File: src/pkg/ucs_cfg.svh
`ifndef UCS_CFG_SVH
`define UCS_CFG_SVH
// Register offsets on the plain register port
`define UCS_ADDR_W 8
`define UCS_OFS_CTRL1 8'he2
`define UCS_OFS_CTRL2 8'he3
`define UCS_OFS_CTRL3 8'he4
`define UCS_OFS_STAT 8'he5
`define UCS_OFS_DATA 8'he7
// Reset values
`define UCS_RST_CTRL 8'h00
`define UCS_RST_STAT 8'h80
// Mode field codes
`define UCS_MODE_ASYNC 2'h0
`define UCS_MODE_SYNC 2'h1
`define UCS_MODE_RSVD 2'h2
`define UCS_MODE_SPI 2'h3
// Parity field codes
`define UCS_PAR_NONE 2'h0
`define UCS_PAR_RSVD 2'h1
// Length codes, only 000..011 and 111 are legal
`define UCS_LEN_NINE 3'h7
`define UCS_LEN_MAX8 3'h3
// Control 2 bit positions
`define UCS_B_EMPTY_IE 7
`define UCS_B_DONE_IE 6
`define UCS_B_RECV_IE 5
`define UCS_B_WAKE_IE 4
`define UCS_B_TX_EN 3
`define UCS_B_RX_EN 2
`define UCS_B_MOD_EN 1
`define UCS_B_DBL 0
// Control 3 bit positions
`define UCS_B_MASTER 7
`define UCS_B_LOOP 6
`define UCS_B_GATE 5
`define UCS_B_SS_OUT 4
`define UCS_B_STOP2 2
`define UCS_B_TX9 1
`define UCS_B_RX9 0
// Status bit positions
`define UCS_B_EMPTY 7
`define UCS_B_DONE 6
`define UCS_B_RECV 5
`define UCS_B_WAKE 4
`define UCS_B_SRST 3
`define UCS_B_OVR 2
`define UCS_B_FERR 1
`define UCS_B_PERR 0
// Receive buffer depth in characters
`define UCS_RX_DEPTH 2'h2
`endif

File: src/pkg/ucs_pkg.sv
package ucs_pkg;
    // Decoded settings handed to the serial core
    typedef struct packed {
        logic [1:0] operating_mode_select; // Mode code
        logic [1:0] parity_select; // Parity code
        logic [2:0] char_length_select; // Length code
        logic bit_order_select; // 1 = MSB first (SPI only)
        logic clock_phase_select; // SPI phase
        logic clock_polarity_select; // Serial clock polarity
        logic transmitter_enable; // Transmit unit runs
        logic receiver_enable; // Receive unit runs
        logic module_enable; // Module clock supplied
        logic double_speed_select; // Async double speed
        logic loopback_enable; // Loop-back test mode
        logic stop_bit_select; // 1 = two stop bits
        logic transmit_ninth_bit; // Ninth bit to send
        logic mode_idle; // Reserved code held idle
    } ucs_cfg_s;

    // One received character with its status
    typedef struct packed {
        logic ninth; // Ninth data bit
        logic ferr; // First stop bit was low
        logic perr; // Bad parity
        logic [7:0] data; // Data byte
    } ucs_rxch_s;

    // All state of the register block
    typedef struct packed {
        logic [7:0] ctrl1; // mode_frame_control
        logic [7:0] ctrl2; // enable_interrupt_control
        logic [7:0] ctrl3; // master_stopbit_control, written bits
        logic buffer_empty_flag; // Transmit buffer has room
        logic transmit_done_flag; // Frame fully shifted out
        logic wake_flag; // Receive line low in stop mode
        logic overrun_flag; // Character lost
        logic [1:0] rx_cnt; // Unread characters
        logic rx_ptr; // Head slot index
        ucs_rxch_s [1:0] rx_mem; // Two-deep receive buffer
        logic [7:0] rdata; // Read data, one cycle late
        logic irq; // Combined interrupt request
        logic wake_irq; // Wake interrupt request
        logic rxd_s1; // Receive pin sync stage 1
        logic rxd_s2; // Receive pin sync stage 2
        logic sclk_s1; // Serial clock sync stage 1
        logic sclk_s2; // Serial clock sync stage 2
        logic sclk_s3; // Serial clock edge history
        logic sample_pulse; // Sample edge seen
        logic setup_pulse; // Setup edge seen
        logic sclk_oe; // Drive serial clock pin
        logic sclk_run; // Master clock may toggle
        logic ss_oe; // Drive slave-select pin
        logic soft_rst; // Module soft reset pulse
        logic tx_load; // Transmit byte loaded
        logic [7:0] tx_data; // Transmit byte
        ucs_cfg_s cfg; // Decoded settings
    } ucs_state_s;
endpackage : ucs_pkg

File: src/design/ucs_regs.sv
// The implementer's own choice: strobed register access.
`timescale 1ns/100ps
`include "ucs_cfg.svh"
module ucs_regs (
    input wire logic clk, // Module clock, 250 MHz
    input wire logic rst_n, // Asynchronous reset, active low
    input wire logic [`UCS_ADDR_W-1:0] addr, // Register address
    input wire logic [7:0] wdata, // Write data
    input wire logic wr, // Write strobe
    input wire logic rd, // Read strobe
    output logic [7:0] rdata, // Read data, cycle after strobe
    input wire logic tx_room, // Core: transmit buffer freed a slot
    input wire logic tx_frame_done, // Core: frame out, buffer empty
    input wire logic tx_irq_ack, // Transmit-done interrupt serviced
    input wire logic rx_push, // Core: character received
    input wire ucs_pkg::ucs_rxch_s rx_char, // Received character
    input wire logic frame_active, // Core: frame on the wire
    input wire logic stop_mode, // System in stop mode
    input wire logic rxd_pin, // Receive pin, asynchronous
    input wire logic sclk_pin, // Serial clock pin level, asynchronous
    output ucs_pkg::ucs_cfg_s cfg, // Decoded settings
    output logic irq, // Interrupt request
    output logic wake_irq, // Wake interrupt request
    output logic sclk_oe, // Serial clock pin output enable
    output logic sclk_run, // Master serial clock may toggle
    output logic ss_oe, // Slave-select pin output enable
    output logic sample_pulse, // Sample edge of serial clock
    output logic setup_pulse, // Setup edge of serial clock
    output logic soft_rst, // Soft reset pulse to core
    output logic tx_load, // Transmit byte load pulse
    output logic [7:0] tx_data // Transmit byte
);
    import ucs_pkg::*;

    ucs_state_s s; // Registered state
    ucs_state_s n; // Next state
    logic wr_c1, wr_c2, wr_c3, wr_st, wr_dt; // Write decodes
    logic rd_dt; // Data read decode
    logic pop; // Head character consumed
    logic accept; // Received character stored
    logic [1:0] cnt_mid; // Count after pop
    logic sclk_rise, sclk_fall; // Synchronised clock edges
    logic smp_rise; // Sample edge is rising

    // Settings decode; reserved codes never disturb the other fields
    function automatic ucs_cfg_s decode_cfg(input logic [7:0] c1, input logic [7:0] c2,
                                            input logic [7:0] c3);
        ucs_cfg_s d;
        logic spi;
        d = '0;
        spi = (c1[7:6] == `UCS_MODE_SPI);
        d.operating_mode_select = c1[7:6];
        d.parity_select = c1[5:4];
        d.char_length_select = spi ? 3'h3 : c1[3:1];
        d.bit_order_select = spi & c1[2];
        d.clock_phase_select = spi & c1[1];
        d.clock_polarity_select = c1[0];
        d.transmitter_enable = c2[`UCS_B_TX_EN];
        d.receiver_enable = c2[`UCS_B_RX_EN];
        d.module_enable = c2[`UCS_B_MOD_EN];
        d.double_speed_select = (c1[7:6] == `UCS_MODE_ASYNC) & c2[`UCS_B_DBL];
        d.loopback_enable = c3[`UCS_B_LOOP];
        d.stop_bit_select = ~spi & c3[`UCS_B_STOP2];
        d.transmit_ninth_bit = c3[`UCS_B_TX9];
        // Reserved mode, parity or length park the core
        d.mode_idle = (c1[7:6] == `UCS_MODE_RSVD) | (c1[5:4] == `UCS_PAR_RSVD)
                    | (~spi & c1[3:1] > `UCS_LEN_MAX8 & c1[3:1] != `UCS_LEN_NINE);
        return d;
    endfunction : decode_cfg

    // Address decode for the plain register port
    assign wr_c1 = wr & (addr == `UCS_OFS_CTRL1);
    assign wr_c2 = wr & (addr == `UCS_OFS_CTRL2);
    assign wr_c3 = wr & (addr == `UCS_OFS_CTRL3);
    assign wr_st = wr & (addr == `UCS_OFS_STAT);
    assign wr_dt = wr & (addr == `UCS_OFS_DATA);
    assign rd_dt = rd & (addr == `UCS_OFS_DATA);
    assign pop = rd_dt & (s.rx_cnt != 2'h0);
    assign cnt_mid = s.rx_cnt - {1'b0, pop};
    // Frames count only while the unit and module run and no overrun holds
    assign accept = rx_push & s.cfg.receiver_enable & s.cfg.module_enable
                  & ~s.cfg.mode_idle & ~s.overrun_flag & (cnt_mid != `UCS_RX_DEPTH);
    // Edges come only from the second and third sync stages
    assign sclk_rise = s.sclk_s2 & ~s.sclk_s3;
    assign sclk_fall = ~s.sclk_s2 & s.sclk_s3;
    // Sync mode behaves like phase 1: setup on leading edge, sample on trailing
    assign smp_rise = ~s.cfg.clock_polarity_select
                    ^ ((s.cfg.operating_mode_select == `UCS_MODE_SPI)
                       ? s.cfg.clock_phase_select : 1'b1);

    // Next-state logic for every register of the block
    always_comb begin
        n = s;
        n.rxd_s1 = rxd_pin;
        n.rxd_s2 = s.rxd_s1;
        n.sclk_s1 = sclk_pin;
        n.sclk_s2 = s.sclk_s1;
        n.sclk_s3 = s.sclk_s2;
        n.rdata = 8'h00;
        n.tx_load = 1'b0;
        n.soft_rst = 1'b0;
        // Control writes
        if (wr_c1) begin
            n.ctrl1 = wdata;
        end
        if (wr_c2) begin
            n.ctrl2 = wdata;
        end
        if (wr_c3) begin
            n.ctrl3 = {wdata[7:4], 1'b0, wdata[2:1], 1'b0};
        end
        // Data writes load the transmit buffer and take its room
        if (wr_dt) begin
            n.tx_data = wdata;
            n.tx_load = 1'b1;
            n.buffer_empty_flag = 1'b0;
        end
        // Status writes: zero clears, clears applied before sets
        if (wr_st) begin
            if (!wdata[`UCS_B_EMPTY]) begin
                n.buffer_empty_flag = 1'b0;
            end
            if (!wdata[`UCS_B_DONE]) begin
                n.transmit_done_flag = 1'b0;
            end
            if (!wdata[`UCS_B_WAKE]) begin
                n.wake_flag = 1'b0;
            end
        end
        // Servicing the interrupt clears transmit done
        if (tx_irq_ack) begin
            n.transmit_done_flag = 1'b0;
        end
        // Reading the buffer ends overrun and retires the head character
        if (pop) begin
            n.rx_ptr = ~s.rx_ptr;
            n.overrun_flag = 1'b0;
        end
        n.rx_cnt = cnt_mid;
        // Hardware sets win over same-cycle clears, except a soft reset, which wins over them
        if (tx_room) begin
            n.buffer_empty_flag = 1'b1;
        end
        if (tx_frame_done && s.cfg.transmitter_enable && s.cfg.module_enable) begin
            n.transmit_done_flag = 1'b1;
        end
        if (stop_mode && !s.rxd_s2 && s.cfg.operating_mode_select == `UCS_MODE_ASYNC) begin
            n.wake_flag = 1'b1;
        end
        // Store a new character with its error flags
        if (accept) begin
            // Tail slot counts from the old head, so a same-cycle pop is safe
            n.rx_mem[s.rx_ptr ^ s.rx_cnt[0]] = '{ninth: rx_char.ninth,
                                               ferr: rx_char.ferr,
                                               perr: rx_char.perr
                                                     & (s.cfg.parity_select != `UCS_PAR_NONE),
                                               data: rx_char.data};
            n.rx_cnt = cnt_mid + 2'h1;
        end else if (rx_push && s.cfg.receiver_enable && s.cfg.module_enable
                     && cnt_mid == `UCS_RX_DEPTH) begin
            n.overrun_flag = 1'b1;
        end
        // Soft reset restarts the module logic, settings kept
        if (wr_st && wdata[`UCS_B_SRST]) begin
            n.soft_rst = 1'b1;
            n.buffer_empty_flag = 1'b1;
            n.transmit_done_flag = 1'b0;
            n.wake_flag = 1'b0;
            n.overrun_flag = 1'b0;
            n.rx_cnt = 2'h0;
            n.rx_ptr = 1'b0;
        end
        // Read data, valid only in the cycle after the strobe
        if (rd) begin
            unique case (addr)
                `UCS_OFS_CTRL1: n.rdata = s.ctrl1;
                `UCS_OFS_CTRL2: n.rdata = s.ctrl2;
                // Ninth received bit of the head character
                `UCS_OFS_CTRL3: n.rdata = {s.ctrl3[7:1],
                                           (s.rx_cnt != 2'h0) & s.rx_mem[s.rx_ptr].ninth};
                `UCS_OFS_STAT: n.rdata = {s.buffer_empty_flag, s.transmit_done_flag,
                                          s.rx_cnt != 2'h0, s.wake_flag, 1'b0,
                                          s.overrun_flag,
                                          (s.rx_cnt != 2'h0) & s.rx_mem[s.rx_ptr].ferr,
                                          (s.rx_cnt != 2'h0) & s.rx_mem[s.rx_ptr].perr};
                `UCS_OFS_DATA: n.rdata = pop ? s.rx_mem[s.rx_ptr].data : 8'h00;
                default: n.rdata = 8'h00;
            endcase
        end
        n.cfg = decode_cfg(n.ctrl1, n.ctrl2, n.ctrl3);
        // Interrupt request from each enabled flag
        n.irq = (n.buffer_empty_flag & n.ctrl2[`UCS_B_EMPTY_IE])
              | (n.transmit_done_flag & n.ctrl2[`UCS_B_DONE_IE])
              | ((n.rx_cnt != 2'h0) & n.ctrl2[`UCS_B_RECV_IE]);
        n.wake_irq = n.wake_flag & n.ctrl2[`UCS_B_WAKE_IE];
        // Pin directions follow master and select-output bits
        n.sclk_oe = (n.ctrl1[7:6] == `UCS_MODE_SYNC || n.ctrl1[7:6] == `UCS_MODE_SPI)
                  & n.ctrl3[`UCS_B_MASTER];
        n.ss_oe = (n.ctrl1[7:6] == `UCS_MODE_SPI) & n.ctrl3[`UCS_B_MASTER]
                & n.ctrl3[`UCS_B_SS_OUT];
        // Free-running clock unless gated to frames
        n.sclk_run = n.sclk_oe & n.ctrl2[`UCS_B_MOD_EN] & ~n.cfg.mode_idle
                   & (~n.ctrl3[`UCS_B_GATE] | frame_active);
        // Edge strobes for the shifter, quiet when the module is off
        n.sample_pulse = s.cfg.module_enable & ~s.cfg.mode_idle
                       & (smp_rise ? sclk_rise : sclk_fall);
        n.setup_pulse = s.cfg.module_enable & ~s.cfg.mode_idle
                      & (smp_rise ? sclk_fall : sclk_rise);
    end

    // Single state register
    always_ff @(posedge clk or negedge rst_n) begin
        if (!rst_n) begin
            s <= '0;
            s.buffer_empty_flag <= 1'b1;
        end else begin
            s <= n;
        end
    end

    // Outputs straight from flops
    assign rdata = s.rdata;
    assign cfg = s.cfg;
    assign irq = s.irq;
    assign wake_irq = s.wake_irq;
    assign sclk_oe = s.sclk_oe;
    assign sclk_run = s.sclk_run;
    assign ss_oe = s.ss_oe;
    assign sample_pulse = s.sample_pulse;
    assign setup_pulse = s.setup_pulse;
    assign soft_rst = s.soft_rst;
    assign tx_load = s.tx_load;
    assign tx_data = s.tx_data;
endmodule : ucs_regs

File: config.mk
export PLATFORM = sky130hd
export DESIGN_NAME = ucs_regs
export DESIGN_NICKNAME = d
export VERILOG_FILES = /design/src/pkg/ucs_pkg.sv /design/src/design/ucs_regs.sv
export VERILOG_INCLUDE_DIRS = /design/src /design/src/pkg
export SDC_FILE = /design/constraint.sdc
export NUM_CORES = 1
export LEC_CHECK = 0
export BUFFER_PORTS_ARGS = -buffer_cell sky130_fd_sc_hd__buf_2
export CAP_MARGIN = 20
export CORE_MARGIN = 8
export CORE_UTILIZATION = 49
export DETAILED_ROUTE_END_ITERATION = 16
export PLACE_DENSITY_LB_ADDON = 0.12
export SETUP_SLACK_MARGIN = 0.1
export SYNTH_ARGS = -nofsm -noshare
export SYNTH_HDL_FRONTEND = slang
export SYNTH_SLANG_ARGS = --single-unit
File: constraint.sdc
create_clock -name clk -period 3.25 [get_ports clk]
set_clock_uncertainty 0.1 [all_clocks]
set_input_delay 0.65 -clock clk [delete_from_list [all_inputs] [get_ports clk]]
set_output_delay 0.65 -clock clk [all_outputs]
set_load 0.01 [all_outputs]
==> results of run 1 <==
power groups by stage:
stage	Clock [mW]	Sequential [mW]	Combinational, mW
after floorplan	0	1.18	0.119
after global placement	0	1.20	0.191
after detailed placement	0	1.20	0.194
after CTS	0.919	1.17	0.195
after global routing	0.963	1.18	0.214
final	0.898	1.17	0.192
Yosys cell counts (3+ instances only):
cell type,instances
buf_2,7
mux2i_1,8
o21ai_0,5
inv_1,16
a21oi_1,12
o21ai_1,6
nand2_1,17
nor4_4,4
mux2_1,36
xnor2_1,3
a222oi_1,5
a22oi_1,7
buf_4,34
dfrtp_1,88
nor2b_1,5
nand3_1,5
clkbuf_1,3
mux2_2,17
nand2b_1,5
nor2_1,13
state kept, by name, summed over array words and instances, names as in the netlist, 3 cells and up:
signal   flops
s           50
n            3
cfg         11
rdata        8
tx_data      8
per-layer routing:
layer	vias up	wire (um)	global-route usage	part of all wire
met1	1424	4335	0.2391	0.43
met2	127	4751	0.2755	0.47
li1	1324	-	-	-
met4	0	285	0.08504	0.028
met5	-	0	0	0
met3	22	733	0.04019	0.073
logic make-up (layout without fill, tap and decap cells):
kind of cell / after synthesis / count (layout)
AO/OA/AOI/OAI: 53 / 53
XOR/XNOR: 5 / 5
adder cells (fa/ha/maj): 1 / 1
buffers and inverters: 61 / 126
flip-flops: 89 / 89
multiplexers: 63 / 63
AND/OR/NAND/NOR: 74 / 74
per-stage QoR:
stage | power, mW | area [um2] | std cells | hold WS, ps | util
floorplan | 1.301 | 4227 | 346 | 231.2 | -
global placement | 1.387 | 4566 | 503 | 234.2 | 0.5339
detailed placement | 1.390 | 4566 | 503 | 235.5 | 0.5339
CTS | 2.289 | 4803 | 519 | 171.5 | 0.5618
global route | 2.357 | 4803 | 519 | 195.1 | 0.5618
finish | 2.265 | 4803 | 519 | 160.3 | 0.5618
worst max-delay path, cell delays in order:
cell,delay (ps)
buf_2,100
nor2b_1,230
nand2_2,150
nor4_4,310
ha_1,320
or2_0,240
o311ai_0,280
o31ai_1,150
o311a_1,130
a221o_1,250
area by class of cell:
type	instances	area share
clock buffers	11	0.02735
clock inverters	5	0.02214
inverters	17	0.01328
multi-input cells	196	0.3389
flip-flops and latches	89	0.4639
well taps	108	0.02813
repair buffers	93	0.1063
worst min path at each step:
stage / startpoint / endpoint / slack (ps)
final: rst_n / s[66] / 160
after global routing: rst_n / s[62] / 200
after CTS: rst_n / tx_data[6] / 170
after detailed placement: n[34] / n[33] / 240
after global placement: n[36] / s[36] / 230
after floorplan: n[34] / n[33] / 230
==> reports/metrics.csv, run 1 <==
metric;value;unit
status;finished, final reports clean;
relative slew slack;0.5472;
DR vias;2897;
core area;0.008551;mm2
global-route wire length before repair;16190;um
pre-CTS WS;220.8;ps
die height;108.8;um
Reg2Reg Capture Point;irq;
reg2reg setup slack;630;ps
All-Layer GR Usage;0.1803;
period utilization;0.8235;
vias in the first global route;3007;
Setup crit start kind;input port;
yosys warns;0;
# diodes;0;
H-Tree Level Count;3;
DRT iter0 DRCs;245;
clock share of power;0.397;
Yosys top cell area share;0.5219;
Setup CP Type;in -> reg;
total grt overflow;0;
end point of the critical path;irq;
CTS Sinks;89;
clock latency on the worst-skew pair;360;ps
final wirelength;10110;um
combinational share of power;0.085;
Reg power frac;0.518;
cell row count;34;
Final Hold Fails;0;
Seq/Total Area, Yosys;0.5282;
largest family of logic cells by synthesized area;multiplexers;
ys async rst share;1.000;
max-slew violations;0;
Crit. Startpoint;addr[5];
die area;0.01184;mm2
fillers;769;
CTS Buf Count;9;
RSZ-0062 raised after global routing;no;
Final WS setup;573.7;ps
Routed Antenna Nets;0;
Req. time, crit path;3400;ps
most frequent cells in the layout;dfrtp_1, buf_2, mux2_1;
# DRC;0;
# Max-Cap Violations;0;
TritonCTS clock tree;done;
buffers added on ports;81;
Synth area leaders;dfrtp_1, mux2_1, buf_4;
initial antenna violation count;0;
Post-Synth XOR/XNOR Area;0.01038;
CP max FO;6;
slew at the pin with the worst max-slew slack;673.6;ps
CP Capture Type;flop;
syn avg cell area;12.19;um2
post-synthesis instance total;346;
RD Place Congestion;0.8852;
Hold-fix buffers, CTS;0;
I/O pin cnt;82;
Post-synth EDFFs;0;
Max Freq;373.6;MHz
DP Wirelength;7583;um
r2r worst-path depth;8;
Critical R2R Launch;s[72];
Initial Utilization;0.4934;
Setup Total Neg Slack;0;ps
clock slew at reported path FFs;90;ps
DR WL/cell;19.47;um
post-cts sizing count;0;
post-synthesis cell type count;59;
switching part of the total;0.2346;
Sw Pwr;0.5313;mW
die width;108.8;um
PD cells;471.5;mW/mm2
Register Area;0.002228;mm2
Pleak;2.519;nW
Multi-input gate area;0.001628;mm2
count of final setup violators;0;
post-synthesis simple-gate area fraction;0.1168;
nets;446;
Synth Area in Compound Gates;0.08778;
Hold WC Path Type;in -> async;
most common cell after layout, fill and taps aside;dfrtp_1;
mux cell area share after synthesis;0.1673;
Seq cells post-synth;89;
largest net degree at the start of global routing;52;
syn_nets;386;
Max IR drop VDD;0.2347;mV
Clock Tree Root;clkbuf_8;
post-synth top area cell;dfrtp_1;
clock tree buffer depth;2;
post-CTS setup buffers;0;
Post-Synth Adder-Cell Area;0.002966;
CP arrival;2820;ps
Synth Flop Type;dfrtp_1;
Vias/cell;5.582;
DR pass1 iterations;6;
area growth from synthesis to layout;13.85;%
cell internal pwr;1.734;mW
share of layout cells above drive strength 1;0.3358;
synthesized area;0.004219;mm2
crit path time final;2676;ps
No activity file was read; power rests on OpenSTA's default activity.
==> inputs of run 2 (changes only) <==
Clock period 3.25 ns to 2.4 ns, I/O delays scaled along.
==> run 2 against run 1 <==
Utilization is 3.2 points higher. Critical path type unchanged. Critical path depth is 1 lower. Register-to-register slack worse by 430 ps. Global-route usage is 0.62 points higher. Cell area is 5.6% higher. Count of clock-buffer cells in the layout is 2 lower.
==> reports/metrics.csv, run 2 (synthesized netlist as in run 1, its figures left out) <==
metric;value;unit
Vias/cell;5.464;
crit path max-delay cell type;mux2_1;
# diodes;0;
final wirelength;10440;um
Req. time, crit path;2540;ps
TritonCTS clock tree;done;
RSZ-0062 raised after global routing;yes;
global-route wire length before repair;16850;um
CTS Buf Count;9;
clock slew at reported path FFs;90;ps
count of final setup violators;0;
Clock Tree Root;clkbuf_8;
Final Hold Fails;0;
DR vias;2978;
crit-path max cell delay;320;ps
nets;472;
pre-CTS WS;-383.2;ps
CP max FO;11;
Initial Utilization;0.4934;
Max IR drop VDD;0.3280;mV
DRT iter0 DRCs;182;
Worst Path Buf+Inv;2;
most common cell after layout, fill and taps aside;dfrtp_1;
initial antenna violation count;0;
vias in the first global route;3158;
die area;0.01184;mm2
total grt overflow;0;
slew at the pin with the worst max-slew slack;606.0;ps
Most flops, register;s;
PD cells;559.6;mW/mm2
Routed Antenna Nets;0;
RD Place Congestion;0.8204;
All-Layer GR Usage;0.1865;
Max Freq;437.9;MHz
DP Wirelength;7872;um
CP Capture Type;flop;
Hold WC Path Type;in -> reg;
core area;0.008551;mm2
buffers added on ports;81;
max FFs per register;50;
Final WS setup;116.4;ps
# Max-Cap Violations;0;
H-Tree Level Count;3;
Final Cell Area;0.005074;mm2
period utilization;0.9515;
# DRC;0;
CP arrival;2420;ps
DR pass1 iterations;4;
relative slew slack;0.5960;
Setup CP Type;in -> reg;
DR WL/cell;19.16;um
Top Family by Delay on Critical Path;simple AND/OR/NAND/NOR gates;
die width;108.8;um
Pleak;2.617;nW
cell chain of the critical path;buf_6 > and3b_2 > nand2_2 > nor4_4 > ha_4 > a211o_1 > nor2b_2 > buf_12 > mux2_1;
clock tree buffer depth;2;
share of layout cells above drive strength 1;0.4348;
clock latency on the worst-skew pair;360;ps
most frequent cells in the layout;dfrtp_1, buf_2, buf_4;
cell row count;34;
largest net degree at the start of global routing;43;
I/O pin cnt;82;
status;finished, final reports clean;
max-slew violations;0;
die height;108.8;um
Setup crit start kind;input port;
Post-DP Area;0.004825;mm2
area growth from synthesis to layout;20.26;%
crit path time final;2284;ps
CTS Sinks;89;
[run 2: changes by cell type in the layout (fill, tap and decap cells not counted), moves of 2 or more]
| cell | before | now |
|---|---|---|
| buf_4 | 12 | 35 |
| mux2_4 | 1 | 22 |
| mux2_1 | 36 | 16 |
| bufinv_16 | 3 | 0 |
| buf_12 | 1 | 3 |
| clkbuf_1 | 2 | 0 |
| clkinv_4 | 1 | 3 |
| nor2b_1 | 5 | 3 |
| nor2b_2 | 0 | 2 |
[run 2: metrics by stage]
step | hold slack, ps | TNS [ps] | total power, mW | instances | util
after floorplan | 84.41 | -11770 | 1.772 | 346 | -
after detailed placement | 240.3 | -7718 | 1.914 | 523 | 0.5642
after global routing | 101.8 | -1.623 | 2.968 | 545 | 0.5934
final | 128.1 | 0 | 2.839 | 545 | 0.5934
after CTS | 109.7 | 0 | 2.861 | 542 | 0.5882
after global placement | 236.4 | -7217 | 1.909 | 523 | 0.5642
[run 2: final cells by class]
type	count	area, um2
Fill cell	730	3477
Sequential cell	89	2228
Multi-Input combinational cell	196	1728
Timing Repair Buffer	119	739.5
Tap cell	108	135.1
Clock buffer	9	123.9
Inverter	17	63.81
Clock inverter	7	55.05
[run 2: worst register-to-register path, stage by stage, from the launching register on]
cell and delay [ps]:
dfrtp_1 390, o21ai_1 130, nor4_4 240, ha_4 270, a211o_1 310, nor2b_2 170
buf_12 170, mux2_1 320
[run 2: timing repair]
item / in CTS / in global routing
gates cloned: 0 / 0
setup endpoints to repair: 24 / 24
pin swaps: 2 / 5
setup buffers: 2 / 3
gates resized for setup: 1 / 3
hold buffers: 1 / 0
hold endpoints to repair: 21 / 0
[run 2: where the power goes]
group          internal [mW]  leakage [nW]  switching (mW)
Clock                  0.383        0.0858           0.553
Combinational          0.148          1.32           0.166
Sequential              1.54          1.21          0.0434
Total                   2.08          2.62           0.763
[run 2: path summary, 6_finish.rpt]
kind                       depth (start not counted)  slack (ps)  startpoint     to
min in group asynchronous                          2         460       rst_n  s[63]
setup / recovery                                   9         120     addr[3]  s[59]
hold reg to reg                                    0         250       n[34]  n[33]
hold / removal                                     1         130     rxd_pin  n[36]
setup reg to reg                                   7         200       s[72]  s[59]
max in group asynchronous                          3        1050       rst_n  s[76]
[run 2: per-layer routing]
layer  track usage  share of wire
met5             0              0
met3       0.04965          0.071
met4       0.04888          0.012
met2        0.2925           0.47
met1        0.2507           0.44
